File: src/ncw_pkg.sv
// constants, carrier types and rule summary for the mode gate and watchdogs
// How it works
// - after reset the mode register reads one of two values, top bit differing
// - burst limit, mode and single cycle fields apply only with both processes stopped
// - force collision applies only with both stopped and internal loopback selected
// - receive start honoured only when receive stopped and its list base loaded
// - transmit start honoured only when transmit stopped and its list base loaded
// - receive stop honoured only while receive is running or suspended
// - transmit stop honoured only while transmit is running or suspended
// - a refused mode write is dropped for good, never applied later
// - the mode register reads back whatever was last written
// - page table base holds a 30-bit physical address in its low bits
// - top two bits of page table base read zero, writes ignored
// - page table base is handed out only for virtual addressing descriptors
// - receiver active for upper field times 16 serial clocks gets cut off, flagged
// - a zero written to a watchdog field disables that timer
// - receive watchdog values 1 to 44 act as 45
// - transmitter active for lower field times 16 serial clocks gets cut off, flagged
// - transmit watchdog values 1 to 44 act as 45
// - receive watchdog field is written only while receive is stopped
// - transmit watchdog field is written only while transmit is stopped
// - after reset both watchdogs run with 1250
package ncw_pkg;

    // ****************************************
    // register map and reset values
    // ****************************************
    localparam logic [31:0] OFS_MODE      = 32'h20008018;
    localparam logic [31:0] OFS_BASE      = 32'h2000801C;
    localparam logic [31:0] OFS_RSVD      = 32'h20008020;
    localparam logic [31:0] OFS_WDOG      = 32'h20008024;
    localparam logic [31:0] MODE_RESET_HI = 32'h83E0F000;
    localparam logic [31:0] MODE_RESET_LO = 32'h03E0F000;
    localparam logic [31:0] WDOG_RESET    = 32'h00000000;
    localparam logic [29:0] BASE_RESET    = 30'h00000000;

    // ****************************************
    // mode register field positions
    // ****************************************
    localparam int POS_IE = 31;
    localparam int POS_BL = 24;
    localparam int POS_BE = 23;
    localparam int POS_RE = 22;
    localparam int POS_SE = 21;
    localparam int POS_DC = 15;
    localparam int POS_SR = 11;
    localparam int POS_ST = 10;
    localparam int POS_OM = 8;
    localparam int POS_FC = 6;
    localparam int POS_PB = 3;
    localparam int POS_AF = 1;
    localparam logic [1:0] OM_LOOPBACK = 2'h1;

    // ****************************************
    // watchdog figures
    // ****************************************
    localparam int         POS_RT     = 16;
    localparam int         POS_TT     = 0;
    localparam logic [15:0] WD_DEFAULT = 16'h04E2;
    localparam logic [15:0] WD_MIN     = 16'h002D;
    localparam int         WD_SHIFT   = 4;

    // ****************************************
    // carrier types
    // ****************************************
    typedef enum logic [1:0] {
        PS_STOPPED,
        PS_RUNNING,
        PS_SUSPENDED
    } ncw_proc_t;

    typedef struct packed {
        logic        wr;
        logic        rd;
        logic [31:0] addr;
        logic [31:0] wdata;
    } ncw_csr_req_t;

    typedef struct packed {
        ncw_proc_t rx_state;
        ncw_proc_t tx_state;
        logic      rx_list_init;
        logic      tx_list_init;
        logic      rx_active;
        logic      tx_active;
        logic      sclk_tick;
        logic      desc_va;
    } ncw_proc_in_t;

    typedef struct packed {
        logic       ie;
        logic [1:0] burst_limit;
        logic       be;
        logic       re;
        logic       single_cycle_enable;
        logic       dc;
        logic       rx_start_cmd;
        logic       tx_start_cmd;
        logic [1:0] operating_mode;
        logic       force_collision;
        logic       pb;
        logic [1:0] af;
    } ncw_mode_t;

    typedef struct packed {
        logic [31:0]      mode_shadow;
        ncw_mode_t        eff;
        logic [29:0]      table_base_address;
        logic [31:0]      wdog;
        logic [1:0]       wd_loaded;
        logic [1:0][19:0] cnt;
        logic [1:0]       act_d;
        logic [1:0]       tripped;
        logic [1:0]       cut;
        logic [31:0]      rdata;
        logic             rvalid;
        logic [29:0]      base_out;
        logic             base_out_valid;
    } ncw_state_t;

endpackage

File: src/ncw_ctrl.sv
// mode register write gating, page table base and receive/transmit watchdogs
`timescale 1ns/1ps
module ncw_ctrl #(
    parameter bit MODE_TOP_RESET = 1'b1
) (
    // clock and reset
    input  wire logic                clk,
    input  wire logic                rst_b,
    // host register access
    input  wire ncw_pkg::ncw_csr_req_t csr_req,
    output logic [31:0]              csr_rdata,
    output logic                     csr_rvalid,
    // process states and activity
    input  wire ncw_pkg::ncw_proc_in_t proc_in,
    // effective mode settings
    output ncw_pkg::ncw_mode_t       mode,
    // watchdog events
    output logic                     rx_cutoff,
    output logic                     tx_cutoff,
    output logic                     rx_watchdog_flag,
    output logic                     tx_watchdog_flag,
    // page table base for virtual addressing
    output logic [29:0]              table_base_address,
    output logic                     table_base_valid
);

    // ****************************************
    // helpers
    // ****************************************
    function automatic logic csr_hit(
        input logic [31:0] addr,
        input logic [31:0] ofs
    );
        csr_hit = (addr == ofs);
    endfunction

    function automatic logic [15:0] wd_limit(
        input logic        loaded,
        input logic [15:0] field
    );
        logic [15:0] v;
        v = loaded ? field : ncw_pkg::WD_DEFAULT;
        if (v != 16'h0000 && v < ncw_pkg::WD_MIN) begin
            v = ncw_pkg::WD_MIN;
        end
        wd_limit = v;
    endfunction

    function automatic ncw_pkg::ncw_mode_t mode_unpack(
        input logic [31:0] w
    );
        ncw_pkg::ncw_mode_t m;
        m.ie                  = w[ncw_pkg::POS_IE];
        m.burst_limit         = w[ncw_pkg::POS_BL +: 2];
        m.be                  = w[ncw_pkg::POS_BE];
        m.re                  = w[ncw_pkg::POS_RE];
        m.single_cycle_enable = w[ncw_pkg::POS_SE];
        m.dc                  = w[ncw_pkg::POS_DC];
        m.rx_start_cmd        = w[ncw_pkg::POS_SR];
        m.tx_start_cmd        = w[ncw_pkg::POS_ST];
        m.operating_mode      = w[ncw_pkg::POS_OM +: 2];
        m.force_collision     = w[ncw_pkg::POS_FC];
        m.pb                  = w[ncw_pkg::POS_PB];
        m.af                  = w[ncw_pkg::POS_AF +: 2];
        mode_unpack = m;
    endfunction

    // ****************************************
    // reset value and state
    // ****************************************
    localparam logic [31:0] MODE_RESET = MODE_TOP_RESET ?
        ncw_pkg::MODE_RESET_HI : ncw_pkg::MODE_RESET_LO;

    ncw_pkg::ncw_state_t st_reg;
    ncw_pkg::ncw_state_t st_next;
    ncw_pkg::ncw_mode_t  wr_mode;
    logic                rx_stop;
    logic                tx_stop;
    logic                wr_mode_hit;
    logic                wr_base_hit;
    logic                wr_wdog_hit;
    logic [1:0]          act;
    logic [1:0][15:0]    lim;

    // ****************************************
    // decode
    // ****************************************
    always_comb begin
        rx_stop     = (proc_in.rx_state == ncw_pkg::PS_STOPPED);
        tx_stop     = (proc_in.tx_state == ncw_pkg::PS_STOPPED);
        wr_mode     = mode_unpack(csr_req.wdata);
        wr_mode_hit = csr_req.wr && csr_hit(csr_req.addr, ncw_pkg::OFS_MODE);
        wr_base_hit = csr_req.wr && csr_hit(csr_req.addr, ncw_pkg::OFS_BASE);
        wr_wdog_hit = csr_req.wr && csr_hit(csr_req.addr, ncw_pkg::OFS_WDOG);
        act[0]      = proc_in.rx_active;
        act[1]      = proc_in.tx_active;
        lim[0]      = wd_limit(st_reg.wd_loaded[0],
                               st_reg.wdog[ncw_pkg::POS_RT +: 16]);
        lim[1]      = wd_limit(st_reg.wd_loaded[1],
                               st_reg.wdog[ncw_pkg::POS_TT +: 16]);
    end

    // ****************************************
    // next state
    // ****************************************
    always_comb begin
        st_next        = st_reg;
        st_next.cut    = 2'b00;
        st_next.rvalid = 1'b0;

        // mode register: readback always, ie, be and re always taken, every other field gated on process state
        if (wr_mode_hit) begin
            st_next.mode_shadow = csr_req.wdata;
            st_next.eff.ie      = wr_mode.ie;
            st_next.eff.be      = wr_mode.be;
            st_next.eff.re      = wr_mode.re;
            if (rx_stop && tx_stop) begin
                st_next.eff.burst_limit         = wr_mode.burst_limit;
                st_next.eff.operating_mode      = wr_mode.operating_mode;
                st_next.eff.single_cycle_enable = wr_mode.single_cycle_enable;
            end
            if (rx_stop && tx_stop &&
                st_reg.eff.operating_mode == ncw_pkg::OM_LOOPBACK) begin
                st_next.eff.force_collision = wr_mode.force_collision;
            end
            if (rx_stop) begin
                st_next.eff.dc = wr_mode.dc;
                st_next.eff.pb = wr_mode.pb;
                st_next.eff.af = wr_mode.af;
            end
            if (wr_mode.rx_start_cmd) begin
                if (rx_stop && proc_in.rx_list_init) begin
                    st_next.eff.rx_start_cmd = 1'b1;
                end
            end else if (!rx_stop) begin
                st_next.eff.rx_start_cmd = 1'b0;
            end
            if (wr_mode.tx_start_cmd) begin
                if (tx_stop && proc_in.tx_list_init) begin
                    st_next.eff.tx_start_cmd = 1'b1;
                end
            end else if (!tx_stop) begin
                st_next.eff.tx_start_cmd = 1'b0;
            end
        end

        // page table base: only the low 30 bits are stored
        if (wr_base_hit) begin
            st_next.table_base_address = csr_req.wdata[29:0];
        end

        // watchdog fields: each takes a value only while its side is stopped
        if (wr_wdog_hit) begin
            if (rx_stop) begin
                st_next.wdog[ncw_pkg::POS_RT +: 16] =
                    csr_req.wdata[ncw_pkg::POS_RT +: 16];
                st_next.wd_loaded[0] = 1'b1;
            end
            if (tx_stop) begin
                st_next.wdog[ncw_pkg::POS_TT +: 16] =
                    csr_req.wdata[ncw_pkg::POS_TT +: 16];
                st_next.wd_loaded[1] = 1'b1;
            end
        end

        // watchdog counters, index 0 receive, 1 transmit
        for (int i = 0; i < 2; i++) begin
            st_next.act_d[i] = act[i];
            if (!act[i] || !st_reg.act_d[i]) begin
                st_next.cnt[i]     = 20'h00000;
                st_next.tripped[i] = 1'b0;
            end else if (proc_in.sclk_tick && !st_reg.tripped[i] &&
                         lim[i] != 16'h0000) begin
                st_next.cnt[i] = st_reg.cnt[i] + 20'h00001;
                if (st_next.cnt[i] == (20'(lim[i]) << ncw_pkg::WD_SHIFT)) begin
                    st_next.cut[i]     = 1'b1;
                    st_next.tripped[i] = 1'b1;
                end
            end
        end

        // page table base goes out only for virtual addressing
        st_next.base_out_valid = proc_in.desc_va;
        st_next.base_out       = proc_in.desc_va ?
                                 st_reg.table_base_address : 30'h00000000;

        // register read, answered one cycle after the request
        if (csr_req.rd) begin
            st_next.rvalid = 1'b1;
            if (csr_hit(csr_req.addr, ncw_pkg::OFS_MODE)) begin
                st_next.rdata = st_reg.mode_shadow;
            end else if (csr_hit(csr_req.addr, ncw_pkg::OFS_BASE)) begin
                st_next.rdata = {2'b00, st_reg.table_base_address};
            end else if (csr_hit(csr_req.addr, ncw_pkg::OFS_WDOG)) begin
                st_next.rdata = st_reg.wdog;
            end else begin
                st_next.rdata = 32'h00000000;
            end
        end
    end

    // ****************************************
    // state register
    // ****************************************
    always_ff @(posedge clk or negedge rst_b) begin
        if (!rst_b) begin
            st_reg                    <= '0;
            st_reg.mode_shadow        <= MODE_RESET;
            st_reg.eff                <= mode_unpack(MODE_RESET);
            st_reg.table_base_address <= ncw_pkg::BASE_RESET;
            st_reg.wdog               <= ncw_pkg::WDOG_RESET;
            st_reg.wd_loaded          <= 2'b00;
        end else begin
            st_reg <= st_next;
        end
    end

    // ****************************************
    // outputs
    // ****************************************
    always_comb begin
        csr_rdata          = st_reg.rdata;
        csr_rvalid         = st_reg.rvalid;
        mode               = st_reg.eff;
        rx_cutoff          = st_reg.cut[0];
        tx_cutoff          = st_reg.cut[1];
        rx_watchdog_flag   = st_reg.cut[0];
        tx_watchdog_flag   = st_reg.cut[1];
        table_base_address = st_reg.base_out;
        table_base_valid   = st_reg.base_out_valid;
    end

endmodule // ncw_ctrl

File: config.mk
export PLATFORM = sky130hd
export DESIGN_NAME = ncw_ctrl
export DESIGN_NICKNAME = d
export VERILOG_FILES = /design/src/ncw_pkg.sv /design/src/ncw_ctrl.sv
export SDC_FILE = /design/constraint.sdc
export NUM_CORES = 1
export LEC_CHECK = 0
export ABC_AREA = 1
export BUFFER_PORTS_ARGS = -buffer_cell sky130_fd_sc_hd__buf_4
export CAP_MARGIN = 15
export CORE_ASPECT_RATIO = 1.75
export CORE_UTILIZATION = 50
export CTS_CLUSTER_SIZE = 20
export DETAILED_ROUTE_END_ITERATION = 8
export PLACE_DENSITY = 0.71
export SLEW_MARGIN = 0
export SYNTH_ARGS = -nofsm -noshare
export SYNTH_HDL_FRONTEND = slang
export SYNTH_SLANG_ARGS = --single-unit
File: constraint.sdc
create_clock -name clk -period 3 [get_ports clk]
set_input_delay 0.15 -clock clk [delete_from_list [all_inputs] [get_ports clk]]
set_output_delay 0.15 -clock clk [all_outputs]
set_load 0.02 [all_outputs]
==> metrics <==
status=complete, no violations; skew final=0.0131 ns; via count=9528; total clock sinks=218; core area=22100 sq um; final hold viol count=0; root buf cell=clkbuf_16; num ports=161; synth-to-layout area growth=16.6%; # placed instances=1792; r2r setup slk=0.63 ns; Clock Path Buffers=3; Required @ worst endpoint=3.44 ns; register share of total power=0.488; Synth area leader=dfrtp_1; initial antenna violation count=0; die width=115 um; Tot GR Track Use=0.284; min Tclk post-route=2.37 ns; die area=23000 sq um; PwrDens=462 nW/um^2; Yosys warnings=0; first-pass GRT wire length=49300 um; Worst Setup Start Kind=flip-flop; CTS tree=yes; H-tree depth=1; clock power share=0.467; Via density=5.12; Post-Layout Inst Area=13100 sq um; VDD IR max=0.430 mV; cells after synthesis=1450; Post-Synthesis Cell Area=11200 sq um; Seq cells post-synth=218; number of buffers created by CTS=21; switch share=0.214; NetSw=0.00129 W; Non-Filler Instances=1861; max_slew headroom=0.307; Max Cap Viol=0; share of the yosys chip area belonging to registers=0.488; RePlAce Congestion=0.979; number of global-route vias before repair=9426; max reg flops=140; Pre-Repair DR Iteration Count=5; Worst setup EP type=flip-flop; largest net degree at the start of global routing=83; Syn Area/Cell=7.73 sq um; Antenna diodes=0; post-DP HPWL=23500 um; fillcell total=2021; clock latency on the worst-skew pair=0.51 ns; Leakage Power=6.82 nW; Starting Density=0.508; top-area cell type share of the netlist area=0.456; initial drt markers=610; Peak Freq=422 MHz; gr ovfl total=0; Port Buf Inserts=160; Residual DRC=0; chip height=200 um; CTS clock-pin slew for the worst setup and hold paths=0.07 ns; DR WL/cell=16.9 um; post-route setup slack=0.632 ns; Pins Over Slew Limit=0; Synth Net Count=1530; HP Class=in -> reg; Post-CTS Resized=0; wirelength, routed=31400 um; WS Path Type=reg -> reg; Fin Hold WS=0.0244 ns; Final nets=1630; Worst-Margin Slew=1.04 ns; final critical-path share of the clock period=0.789; placed instance area=12000 sq um; Setup-failing EPs final=0; Fin Setup TNS=0 ns; WP data arrival=2.81 ns; Pint=0.00474 W; row count=72; ANT nets after route=0; worst-path maximum fanout=4; RSZ-0062 raised after global routing=no; Netlist cell types=35; top cells by area, synth=dfrtp_1 46%, nand2_1 16%, buf_4 5.4%, inv_1 5.4%, o21ai_0 3.8%; power share of the combinational group=0.045; layout cell share with drive strength beyond 1=0.164; worst slack, placed=0.744 ns
power groups by stage:
| stage | Sequential (W) | Clock (W) | Combinational, W |
|---|---|---|---|
| final | 0.00294 | 0.00282 | 0.000274 |
| after CTS | 0.00294 | 0.00286 | 0.000278 |
| after detailed placement | 0.00300 | 0 | 0.000244 |
| after floorplan | 0.00300 | 0 | 0.0000599 |
| after global routing | 0.00294 | 0.00298 | 0.000302 |
| after global placement | 0.00300 | 0 | 0.000243 |
Yosys cell counts:
library cell  instances
dfrtp_1             204
buf_6                 7
inv_2                 8
nor2_2               11
clkbuf_1             18
nand3_2               3
nor2_1               70
a21oi_1              23
clkinv_1              2
o21ai_0              85
or2_1                 3
nor3_1               12
xnor2_1               1
o22ai_1              18
nor3b_1               1
nor4_1                3
and2_1                2
o21ai_1              79
nand3b_1              9
dfstp_2              14
nand2_2               8
nand2_1             487
buf_2                19
mux2_2                1
nand3b_4              1
buf_4                81
nand4_1              16
xor2_1               15
a22o_1                2
nor2_4                4
a221oi_1              1
nor3_2                1
inv_1               161
ha_1                  2
nand3_1              78
critical path, stage by stage (launching register included):
cell     delay [ns]
dfrtp_1        0.39
ha_1           0.26
nand2_1        0.13
nor2_2         0.19
nand2_1        0.16
nor2_2         0.19
nand2_1        0.07
nand2_1        0.12
nand2_1        0.10
nand2_1        0.06
nand2_1        0.05
nor2_1         0.10
nand2_1        0.06
nor2_1         0.10
nand3_1        0.20
nand2_1        0.11
per-stage QoR:
step | utilization | power (W)
2_1_floorplan | - | 0.00306
3_3_place_gp | 0.545 | 0.00324
3_5_place_dp | 0.545 | 0.00324
4_1_cts | 0.592 | 0.00608
5_1_grt | 0.592 | 0.00622
6_report | 0.592 | 0.00603
worst paths after layout:
check | start | end | depth (start not counted)
setup / recovery | st_reg[90] | st_reg[67] | 15
hold / removal | csr_req[24] | st_reg[168] | 3
setup reg to reg | st_reg[90] | st_reg[67] | 15
hold reg to reg | st_reg[210] | st_reg[210] | 2
max in group asynchronous | rst_b | st_reg[220] | 3
min in group asynchronous | rst_b | st_reg[168] | 2
repair_timing:
item,4_1_cts,5_1_grt
hold buffers,31,0
buffers inserted,0,0
endpoints found under the hold margin,143,0
cell families after synthesis:
| group | count (synthesis) | synth area share |
|---|---|---|
| flops | 218 | 0.488 |
| simple gates | 709 | 0.267 |
| xor+xnor | 16 | 0.0125 |
| fa+ha+maj | 2 | 0.00223 |
| mux | 1 | 0.00100 |
| compound gates | 208 | 0.0959 |
| buf+inv | 296 | 0.133 |
layout make-up:
class                   instances  area (sq um)  share of cell area
flip-flops and latches        218          5470               0.419
multi-input cells             936          4240               0.325
repair buffers                202          1610               0.123
inverters                     171           642              0.0491
clock buffers                  27           568              0.0435
well taps                     296           370              0.0283
clock inverters                11           161              0.0123
cells in the final DEF, fill, tap and decap left out, types with 3 or more instances in the layout:
cell type,n
a21oi_1,23
inv_2,8
nor2_2,11
or2_1,3
nand2_1,487
o22ai_1,18
dfstp_2,14
o21ai_0,85
nand3_1,78
nor4_1,3
o21ai_1,79
clkinv_2,5
nand3_2,3
inv_1,161
buf_4,169
nand4_1,16
clkbuf_16,21
nor2_1,70
nand3b_1,9
bufinv_16,4
dfrtp_1,204
clkbuf_1,4
nor3_1,12
nor2_4,4
dlygate4sd3_1,31
xor2_1,15
nand2_2,8
layer usage:
| metal | share of wire | global-route usage | vias to the layer above |
|---|---|---|---|
| met5 | 0 | 0 | - |
| met4 | 0.076 | 0.197 | 0 |
| met3 | 0.036 | 0.0347 | 112 |
| met2 | 0.54 | 0.533 | 259 |
| met1 | 0.34 | 0.288 | 4467 |
| li1 | - | - | 4690 |
(Power assumes the default switching activity.)
